File: src/pkg/usart_pkg.sv
// constants for the serial clock generator and receive buffering block
// assumes a 32-bit AXI4-Lite register bus and a 10 MHz system clock
package usart_pkg;
    // register byte offsets
    localparam logic [7:0] OFF_CTRL      = 8'h00;
    localparam logic [7:0] OFF_BAUD_LOW  = 8'h04;
    localparam logic [7:0] OFF_BAUD_HIGH = 8'h08;
    localparam logic [7:0] OFF_DATA      = 8'h0C;
    localparam logic [7:0] OFF_STATUS    = 8'h10;

    // control register fields
    localparam int CTRL_W         = 7;
    localparam int CTRL_PWR_BIT   = 0;
    localparam int CTRL_SYNC_BIT  = 1;
    localparam int CTRL_DBL_BIT   = 2;
    localparam int CTRL_DIR_BIT   = 3;
    localparam int CTRL_POL_BIT   = 4;
    localparam int CTRL_CSZ2_BIT  = 5;
    localparam int CTRL_TX9_BIT   = 6;
    localparam logic [6:0] CTRL_RESET = 7'h01;

    // status register fields
    localparam int STAT_RXAVAIL_BIT = 0;
    localparam int STAT_FE_BIT      = 1;
    localparam int STAT_OVR_BIT     = 2;
    localparam int STAT_PERR_BIT    = 3;
    localparam int STAT_RX9_BIT     = 4;
    localparam int STAT_TXEMPTY_BIT = 5;

    // baud divisor
    localparam int BAUD_W           = 12;
    localparam logic [3:0]  BAUD_HIGH_RESET = 4'h0;
    localparam logic [7:0]  BAUD_LOW_RESET  = 8'h00;

    // transmit divide ratios, held as ratio minus one
    localparam logic [3:0] DIV_NORMAL_M1 = 4'hF;
    localparam logic [3:0] DIV_DOUBLE_M1 = 4'h7;
    localparam logic [3:0] DIV_SYNC_M1   = 4'h1;

    // receive entry: {parity err, overrun, frame err, ninth bit, data}
    localparam int RX_ENTRY_W = 12;
    localparam int RX_DEPTH   = 2;

    // bus responses
    localparam logic [1:0] RESP_OKAY   = 2'h0;
    localparam logic [1:0] RESP_SLVERR = 2'h2;
endpackage

File: src/usart_clkgen_rxbuf.sv
// serial clock generation, transmit write buffer and receive buffering
// assumes an external shift/frame engine using the strobes and buffers
// here; registers reached over AXI4-Lite; one 10 MHz clock
// Operation
// - power reduce bit set keeps module idle
// - one pending transmit character beside shift register
// - two-entry circular receive queue, read pops one
// - error flags, ninth bit stored per entry
// - full queue: character waits in shift register
// - four clock modes, mode bit picks sync
// - sync: pin direction picks master or slave
// - transfer clock pin unused in async modes
// - counter reloads at zero and low write
// - one tick per zero, clock over divisor+1
// - transmit divides tick by 16, 8, 2
// - twelve-bit divisor split high and low
// - double speed halves divider and samples
// - slave clock synchronised, edge detected, two cycles
// - receiver reports frame, overrun, parity errors
// - polarity bit swaps change and sample edges
//
// Our own choices: the AXI4-Lite interface to the registers and the placing of the registers.
`timescale 1ns/1ps
module usart_clkgen_rxbuf (
    input  wire logic        aclk,
    input  wire logic        aresetn,
    input  wire logic [7:0]  awaddr,
    input  wire logic        awvalid,
    output logic             awready,
    input  wire logic [31:0] wdata,
    input  wire logic [3:0]  wstrb,
    input  wire logic        wvalid,
    output logic             wready,
    output logic [1:0]       bresp,
    output logic             bvalid,
    input  wire logic        bready,
    input  wire logic [7:0]  araddr,
    input  wire logic        arvalid,
    output logic             arready,
    output logic [31:0]      rdata,
    output logic [1:0]       rresp,
    output logic             rvalid,
    input  wire logic        rready,
    input  wire logic        xck_in,
    output logic             xck_out,
    output logic             xck_oe,
    output logic [8:0]       tx_data,
    output logic             tx_valid,
    input  wire logic        tx_ready,
    output logic             tx_shift_en,
    output logic             rx_sample_en,
    output logic [4:0]       rx_states_per_bit,
    output logic             char_size_bit2,
    input  wire logic        rx_start_seen,
    input  wire logic        rx_done,
    input  wire logic [8:0]  rx_char,
    input  wire logic        rx_frame_err,
    input  wire logic        rx_parity_err
);
    logic [6:0]  ctrl_q;
    logic [3:0]  baud_high_q;
    logic [7:0]  baud_low_q;
    logic [11:0] cnt_q;
    logic [3:0]  txdiv_q;
    logic        xck_int_q;
    logic        xs1_q;
    logic        xs2_q;
    logic        xprev_q;
    logic        txb_v_q;
    logic [8:0]  txb_q;
    logic        hold_v_q;
    logic [10:0] hold_q;
    logic        ovr_pend_q;
    logic        bvalid_q;
    logic [1:0]  bresp_q;
    logic        rvalid_q;
    logic [31:0] rdata_q;
    logic [1:0]  rresp_q;

    // register bus decode
    wire wr_go    = awvalid & wvalid & ~bvalid_q;
    wire wr_lane0 = wr_go & wstrb[0];
    wire wr_ctrl  = wr_lane0 & (awaddr == usart_pkg::OFF_CTRL);
    wire wr_low   = wr_lane0 & (awaddr == usart_pkg::OFF_BAUD_LOW);
    wire wr_high  = wr_lane0 & (awaddr == usart_pkg::OFF_BAUD_HIGH);
    wire wr_data  = wr_go & (wstrb[1:0] != 2'h0) & (awaddr == usart_pkg::OFF_DATA);
    wire wr_hit   = (awaddr == usart_pkg::OFF_CTRL) | (awaddr == usart_pkg::OFF_BAUD_LOW)
                  | (awaddr == usart_pkg::OFF_BAUD_HIGH) | (awaddr == usart_pkg::OFF_DATA)
                  | (awaddr == usart_pkg::OFF_STATUS);
    wire rd_go    = arvalid & ~rvalid_q;
    wire rd_hit   = (araddr == usart_pkg::OFF_CTRL) | (araddr == usart_pkg::OFF_BAUD_LOW)
                  | (araddr == usart_pkg::OFF_BAUD_HIGH) | (araddr == usart_pkg::OFF_DATA)
                  | (araddr == usart_pkg::OFF_STATUS);

    assign awready = wr_go;
    assign wready  = wr_go;
    assign arready = rd_go;
    assign bvalid  = bvalid_q;
    assign bresp   = bresp_q;
    assign rvalid  = rvalid_q;
    assign rdata   = rdata_q;
    assign rresp   = rresp_q;

    // mode decode
    wire enabled  = ~ctrl_q[usart_pkg::CTRL_PWR_BIT];
    wire sync_w   = ctrl_q[usart_pkg::CTRL_SYNC_BIT];
    wire master_w = sync_w & ctrl_q[usart_pkg::CTRL_DIR_BIT];
    wire slave_w  = sync_w & ~ctrl_q[usart_pkg::CTRL_DIR_BIT];
    // double speed is masked in sync modes rather than trusted to software
    wire dbl_w    = ctrl_q[usart_pkg::CTRL_DBL_BIT] & ~sync_w;
    wire pol_w    = ctrl_q[usart_pkg::CTRL_POL_BIT];
    wire [11:0] divisor_w = {baud_high_q, baud_low_q};

    always_ff @(posedge aclk)
    begin
        if (!aresetn)
            ctrl_q <= usart_pkg::CTRL_RESET;
        else if (wr_ctrl)
            ctrl_q <= wdata[6:0];
    end

    // high byte only stored; it reaches the counter at the next reload
    always_ff @(posedge aclk)
    begin
        if (!aresetn)
        begin
            baud_high_q <= usart_pkg::BAUD_HIGH_RESET;
            baud_low_q  <= usart_pkg::BAUD_LOW_RESET;
        end
        else
        begin
            if (wr_high)
                baud_high_q <= wdata[3:0];
            if (wr_low)
                baud_low_q <= wdata[7:0];
        end
    end

    // baud down-counter
    wire baud_tick = enabled & (cnt_q == 12'h000);
    always_ff @(posedge aclk)
    begin
        if (!aresetn)
            cnt_q <= 12'h000;
        else if (wr_low)
            cnt_q <= {baud_high_q, wdata[7:0]};
        else if (!enabled || cnt_q == 12'h000)
            cnt_q <= divisor_w;
        else
            cnt_q <= cnt_q - 12'h001;
    end

    // transmit divide ratio and receive states per bit
    wire [3:0] div_m1_w = sync_w ? usart_pkg::DIV_SYNC_M1
                        : dbl_w ? usart_pkg::DIV_DOUBLE_M1
                        : usart_pkg::DIV_NORMAL_M1;
    assign rx_states_per_bit = 5'(div_m1_w) + 5'h01;
    wire tx_tick_async = baud_tick & (txdiv_q >= div_m1_w);

    always_ff @(posedge aclk)
    begin
        if (!aresetn || !enabled)
            txdiv_q <= 4'h0;
        else if (tx_tick_async)
            txdiv_q <= 4'h0;
        else if (baud_tick)
            txdiv_q <= txdiv_q + 4'h1;
    end

    // master clock: toggling on each tick gives the divide by two
    always_ff @(posedge aclk)
    begin
        if (!aresetn || !master_w || !enabled)
            xck_int_q <= pol_w;
        else if (baud_tick)
            xck_int_q <= ~xck_int_q;
    end

    // slave clock: two-stage synchroniser, then edge detector
    always_ff @(posedge aclk)
    begin
        if (!aresetn)
        begin
            xs1_q   <= 1'b0;
            xs2_q   <= 1'b0;
            xprev_q <= 1'b0;
        end
        else
        begin
            xs1_q   <= xck_in;
            xs2_q   <= xs1_q;
            xprev_q <= xs2_q;
        end
    end

    wire clk_rise = master_w ? (baud_tick & ~xck_int_q) : (xs2_q & ~xprev_q);
    wire clk_fall = master_w ? (baud_tick & xck_int_q) : (~xs2_q & xprev_q);
    wire chg_edge = pol_w ? clk_fall : clk_rise;
    wire smp_edge = pol_w ? clk_rise : clk_fall;

    // the pin only matters once sync mode is chosen
    assign tx_shift_en  = enabled & (sync_w ? chg_edge : tx_tick_async);
    assign rx_sample_en = enabled & (sync_w ? smp_edge : baud_tick);
    assign xck_out      = xck_int_q;
    assign xck_oe       = enabled & master_w;
    assign char_size_bit2 = ctrl_q[usart_pkg::CTRL_CSZ2_BIT];

    // transmit write buffer
    assign tx_valid = enabled & txb_v_q;
    assign tx_data  = txb_q;
    always_ff @(posedge aclk)
    begin
        if (!aresetn || !enabled)
            txb_v_q <= 1'b0;
        else if (wr_data && !txb_v_q)
            txb_v_q <= 1'b1;
        else if (tx_valid && tx_ready)
            txb_v_q <= 1'b0;
    end

    always_ff @(posedge aclk)
    begin
        if (!aresetn)
            txb_q <= 9'h000;
        else if (wr_data && !txb_v_q)
            txb_q <= {ctrl_q[usart_pkg::CTRL_TX9_BIT], wdata[7:0]};
    end

    // receive path: shift-register level, then the queue
    logic                  fifo_in_ready;
    logic [11:0]           head_w;
    logic                  head_valid;
    logic [1:0]            rx_level;
    wire rd_data = rd_go & (araddr == usart_pkg::OFF_DATA);
    wire pop     = rd_data & head_valid;
    wire push    = hold_v_q & fifo_in_ready;
    // a new start bit with nowhere to go discards the waiting character
    wire lost    = enabled & rx_start_seen & hold_v_q & ~fifo_in_ready;

    always_ff @(posedge aclk)
    begin
        if (!aresetn || !enabled)
            hold_v_q <= 1'b0;
        else if (rx_done)
            hold_v_q <= 1'b1;
        else if (push || lost)
            hold_v_q <= 1'b0;
    end

    always_ff @(posedge aclk)
    begin
        if (!aresetn)
            hold_q <= 11'h000;
        else if (rx_done)
            hold_q <= {rx_parity_err, rx_frame_err, rx_char};
    end

    // set wins: the next pushed entry carries the overrun
    always_ff @(posedge aclk)
    begin
        if (!aresetn || !enabled)
            ovr_pend_q <= 1'b0;
        else if (lost)
            ovr_pend_q <= 1'b1;
        else if (push)
            ovr_pend_q <= 1'b0;
    end

    usart_fifo #(
        .WIDTH (usart_pkg::RX_ENTRY_W),
        .DEPTH (usart_pkg::RX_DEPTH)
    ) u_rx_fifo (
        .aclk      (aclk),
        .aresetn   (aresetn),
        .flush     (~enabled),
        .in_data   ({hold_q[10], ovr_pend_q, hold_q[9:0]}),
        .in_valid  (hold_v_q),
        .in_ready  (fifo_in_ready),
        .out_data  (head_w),
        .out_valid (head_valid),
        .out_ready (pop),
        .level     (rx_level)
    );

    // status shows the head entry, read before the data pops it
    wire [31:0] status_w = {26'h0, ~txb_v_q, {4{head_valid}} & {head_w[8], head_w[11],
                            head_w[10], head_w[9]}, head_valid};
    wire [31:0] rd_mux =
        (araddr == usart_pkg::OFF_CTRL)      ? {25'h0, ctrl_q} :
        (araddr == usart_pkg::OFF_BAUD_LOW)  ? {24'h0, baud_low_q} :
        (araddr == usart_pkg::OFF_BAUD_HIGH) ? {28'h0, baud_high_q} :
        (araddr == usart_pkg::OFF_DATA)      ? {24'h0, head_w[7:0]} :
        (araddr == usart_pkg::OFF_STATUS)    ? status_w : 32'h0;

    always_ff @(posedge aclk)
    begin
        if (!aresetn)
        begin
            bvalid_q <= 1'b0;
            bresp_q  <= usart_pkg::RESP_OKAY;
        end
        else if (wr_go)
        begin
            bvalid_q <= 1'b1;
            bresp_q  <= wr_hit ? usart_pkg::RESP_OKAY : usart_pkg::RESP_SLVERR;
        end
        else if (bready)
            bvalid_q <= 1'b0;
    end

    always_ff @(posedge aclk)
    begin
        if (!aresetn)
        begin
            rvalid_q <= 1'b0;
            rdata_q  <= 32'h0;
            rresp_q  <= usart_pkg::RESP_OKAY;
        end
        else if (rd_go)
        begin
            rvalid_q <= 1'b1;
            rdata_q  <= rd_mux;
            rresp_q  <= rd_hit ? usart_pkg::RESP_OKAY : usart_pkg::RESP_SLVERR;
        end
        else if (rready)
            rvalid_q <= 1'b0;
    end
endmodule

File: src/usart_fifo.sv
// small first-in first-out queue held in flip-flops
// assumes one clock, synchronous active-low reset, flush clears contents
`timescale 1ns/1ps
module usart_fifo #(
    parameter int WIDTH = 12,
    parameter int DEPTH = 2
) (
    input  wire logic                       aclk,
    input  wire logic                       aresetn,
    input  wire logic                       flush,
    input  wire logic [WIDTH-1:0]           in_data,
    input  wire logic                       in_valid,
    output logic                            in_ready,
    output logic [WIDTH-1:0]                out_data,
    output logic                            out_valid,
    input  wire logic                       out_ready,
    output logic [$clog2(DEPTH+1)-1:0]      level
);
    localparam int AW = (DEPTH > 1) ? $clog2(DEPTH) : 1;
    localparam int CW = $clog2(DEPTH+1);

    logic [WIDTH-1:0] mem_q [DEPTH];
    logic [AW-1:0]    wptr_q;
    logic [AW-1:0]    rptr_q;
    logic [CW-1:0]    cnt_q;
    logic             do_push;
    logic             do_pop;

    assign in_ready  = (cnt_q != CW'(DEPTH));
    assign out_valid = (cnt_q != '0);
    assign out_data  = mem_q[rptr_q];
    assign level     = cnt_q;
    assign do_push   = in_valid & in_ready;
    assign do_pop    = out_valid & out_ready;

    // circular pointers wrap at the depth
    always_ff @(posedge aclk)
    begin
        if (!aresetn || flush)
        begin
            wptr_q <= '0;
            rptr_q <= '0;
            cnt_q  <= '0;
        end
        else
        begin
            if (do_push)
                wptr_q <= (wptr_q == AW'(DEPTH-1)) ? '0 : wptr_q + 1'b1;
            if (do_pop)
                rptr_q <= (rptr_q == AW'(DEPTH-1)) ? '0 : rptr_q + 1'b1;
            cnt_q <= cnt_q + CW'(do_push) - CW'(do_pop);
        end
    end

    always_ff @(posedge aclk)
    begin
        if (do_push)
            mem_q[wptr_q] <= in_data;
    end
endmodule

File: config.mk
export PLATFORM = sky130hd
export DESIGN_NAME = usart_clkgen_rxbuf
export DESIGN_NICKNAME = d
export VERILOG_FILES = /design/src/pkg/usart_pkg.sv /design/src/usart_clkgen_rxbuf.sv /design/src/usart_fifo.sv
export SDC_FILE = /design/constraint.sdc
export NUM_CORES = 1
export LEC_CHECK = 0
export ABC_CLOCK_PERIOD_IN_PS = 7200
export BUFFER_PORTS_ARGS = -buffer_cell sky130_fd_sc_hd__buf_4
export CAP_MARGIN = 20
export CORE_ASPECT_RATIO = 0.7
export CORE_MARGIN = 2
export CORE_UTILIZATION = 25
export DETAILED_ROUTE_END_ITERATION = 8
export PLACE_DENSITY_LB_ADDON = 0.08
export SYNTH_ARGS = -nofsm -noshare
export SYNTH_HDL_FRONTEND = slang
export SYNTH_SLANG_ARGS = --single-unit
File: constraint.sdc
create_clock -name aclk -period 7.2 [get_ports aclk]
set_input_delay 1.44 -clock aclk [delete_from_list [all_inputs] [get_ports aclk]]
set_output_delay 1.44 -clock aclk [all_outputs]
set_load 0.03 [all_outputs]
==> out/metrics.csv <==
metric;value;unit
# hold bufs at CTS;0;
GRT overflow;0;
met3 GRT Util;3.65;%
global routing usage on met2;20.0;%
H-Tree Depth;3;
FILL cells;2010;
CP arrival;3.11;ns
status;finished clean;
routed vias/inst;4.59;
Syn Area/Cell;9.32;um^2
Core Rows;42;
max-cap violations;0;
HP Start;xs1_q;
met1 usage;21.2;%
# diodes;0;
Worst path max stage delay;0.78;ns
total power;1.18;mW
clock skew;0.00858;ns
iteration count of the initial detailed-routing pass;5;
DIE HEIGHT;121;um
layout cell share with drive strength beyond 1;19.0;%
num ports;135;
count leader, synth;dfxtp_1;
leading area contributor after synthesis;dfxtp_1;
Routed WL;14.1;mm
critical path class;register to output port;
leak pwr;2.25;nW
core area;19100;um^2
# DRC;0;
I/O Buffers;80;
async set or reset register ratio after synthesis;0;%
grt peak-use layer;met1;
RSZ-0062 raised after global routing;no;
Die X-Extent;171;um
setup TNS;0;ns
CP Max Fanout;13;
initial antenna violation count;0;
Unique masters post-synth;60;
Required @ worst endpoint;5.76;ns
pwr dens;200;nW/um^2
Critical Path Start;cnt_q[3];
# setup viols final;0;
top post-synthesis cells by count;dfxtp_1 (78), a21oi_1 (49), nand2_1 (34), nor2_1 (34), o21ai_0 (34);
top cells by area, synth;dfxtp_1 (32%), edfxtp_1 (15%), mux2i_1 (6.3%), a21oi_1 (5.0%), buf_4 (4.6%);
fin area;5910;um^2
Final HPWL DP;10.4;mm
clk slew on worst S/H paths;0.08;ns
Cell Area, Synth;4900;um^2
die area;20800;um^2
cells along the critical path;or4_1 > nor4_2 > a2111oi_0 > nor4b_1 > buf_4;
WP buf/inv;1;
Tmin final;4.55;ns
CP top delay family;simple AND/OR/NAND/NOR gates;
Routed WL per cell;16.4;um
gpl congestion;0.751;
clock sink count;103;
maximum clock rate;220;MHz
number of synthesized register bits;103;
first-pass GRT wire length;21.9;mm
Tot GR Track Use;14.1;%
Critical R2R Launch;cnt_q[3];
share of the synthesized area in the top cell type;31.9;%
nets;671;
Syn. warnings;0;
largest net degree at the start of global routing;51;
register area share after synthesis;47.2;%
Final Slew Violations;0;
number of CTS-inserted buffers;9;
final hold vios;0;
worst slew pin tran;0.941;ns
Iter 0 DRT Violations;265;
Tcrit/Tclk final;63.1;%
Post-CTS Resized;0;
Synth Flop Type;dfxtp_1;
vias in the first global route;3762;
Post-Synthesis Cells;526;
Hold Path Class;register to register;
starting density of the core;25.7;%
CTS tree;done;
Slew HR;37.2;%
EDFF count, synth;25;
Root Buffer;clkbuf_16;
slowest CP cell;nor4_2;
Routed Antenna Nets;0;
worst-case clock buffer depth;2;
Startpoint Class;register;
DR vias;3935;
Peak supply drop;0.0969;mV
layout overhead on the synthesized area;20.7;%
Post-DP Area;5620;um^2
crit end category;output port;
setup bufs post-CTS;0;
clock latency on the worst-skew pair;0.35;ns
==> cell usage in the layout, fill, tap and decap left out, types with 8 or more instances in the layout <==
cell       count
a21oi_1       49
buf_4         83
clkbuf_16      9
conb_1        28
dfxtp_1       78
edfxtp_1      25
ha_1           8
inv_1         16
mux2i_1       31
nand2_1       34
nand3_1       33
nor2_1        34
o21ai_0       34
==> power by group <==
part / internal [mW] / total (mW) / switching, mW
Sequential: 0.598 / 0.602 / 0.00493
Clock: 0.242 / 0.483 / 0.241
Combinational: 0.0327 / 0.0990 / 0.0663
Total: 0.873 / 1.18 / 0.312
==> worst paths after layout <==
check	end	slack [ns]	depth (start not counted)
worst min-delay path	xs2_q	0.44	1
worst max-delay path	tx_shift_en	2.65	5
worst max register to register	cnt_q[7]	4.69	4
worst min register to register	xs2_q	0.44	1
==> logic make-up (layout without fill, tap and decap cells) <==
| group | Yosys count | after routing | share of synthesized area, % |
|---|---|---|---|
| adder cells (fa/ha/maj) | 8 | 8 | 2.04 |
| buffers and inverters | 75 | 116 | 8.07 |
| flip-flops | 103 | 103 | 47.2 |
| multiplexers | 33 | 33 | 7.02 |
| AO/OA/AOI/OAI | 128 | 128 | 15.8 |
| XOR/XNOR | 11 | 11 | 1.97 |
| other | 1 | 28 | 0.0765 |
| AND/OR/NAND/NOR | 167 | 167 | 17.8 |
==> flip-flops by register name (all words and copies together), names as in the netlist, 2 cells and up, named ones only <==
register,count
hold_q,11
txdiv_q,4
baud_low_q,8
rdata,8
ctrl_q,7
u_rx_fifo.level,2
tx_data,9
cnt_q,12
u_rx_fifo.mem_q,24
baud_high_q,4
==> layer usage <==
layer | up-vias | wire [um]
li1 | 1976 | -
met1 | 1853 | 7480
met2 | 98 | 5710
met3 | 8 | 763
met4 | 0 | 123
met5 | - | 0
==> metrics by stage <==
step	std cells	util [%]	hold WS (ns)	setup slack, ns
final	858	31.0	0.438	2.65
after floorplan	553	-	0.412	2.93
after detailed placement	842	29.5	0.435	3.02
after global placement	842	29.5	0.426	3.11
after global routing	858	31.0	0.469	2.48
after CTS	858	31.0	0.445	2.61
==> final cells by class <==
class / count / area (um^2) / share of cell area, %
timing repair buffer: 83 / 623 / 10.5
multi-input combinational: 375 / 2290 / 38.8
clock inverter: 7 / 63.8 / 1.08
inverter: 17 / 63.8 / 1.08
tap: 264 / 330 / 5.59
clock buffer: 9 / 225 / 3.81
sequential: 103 / 2310 / 39.1
(Power assumes the default switching activity.)
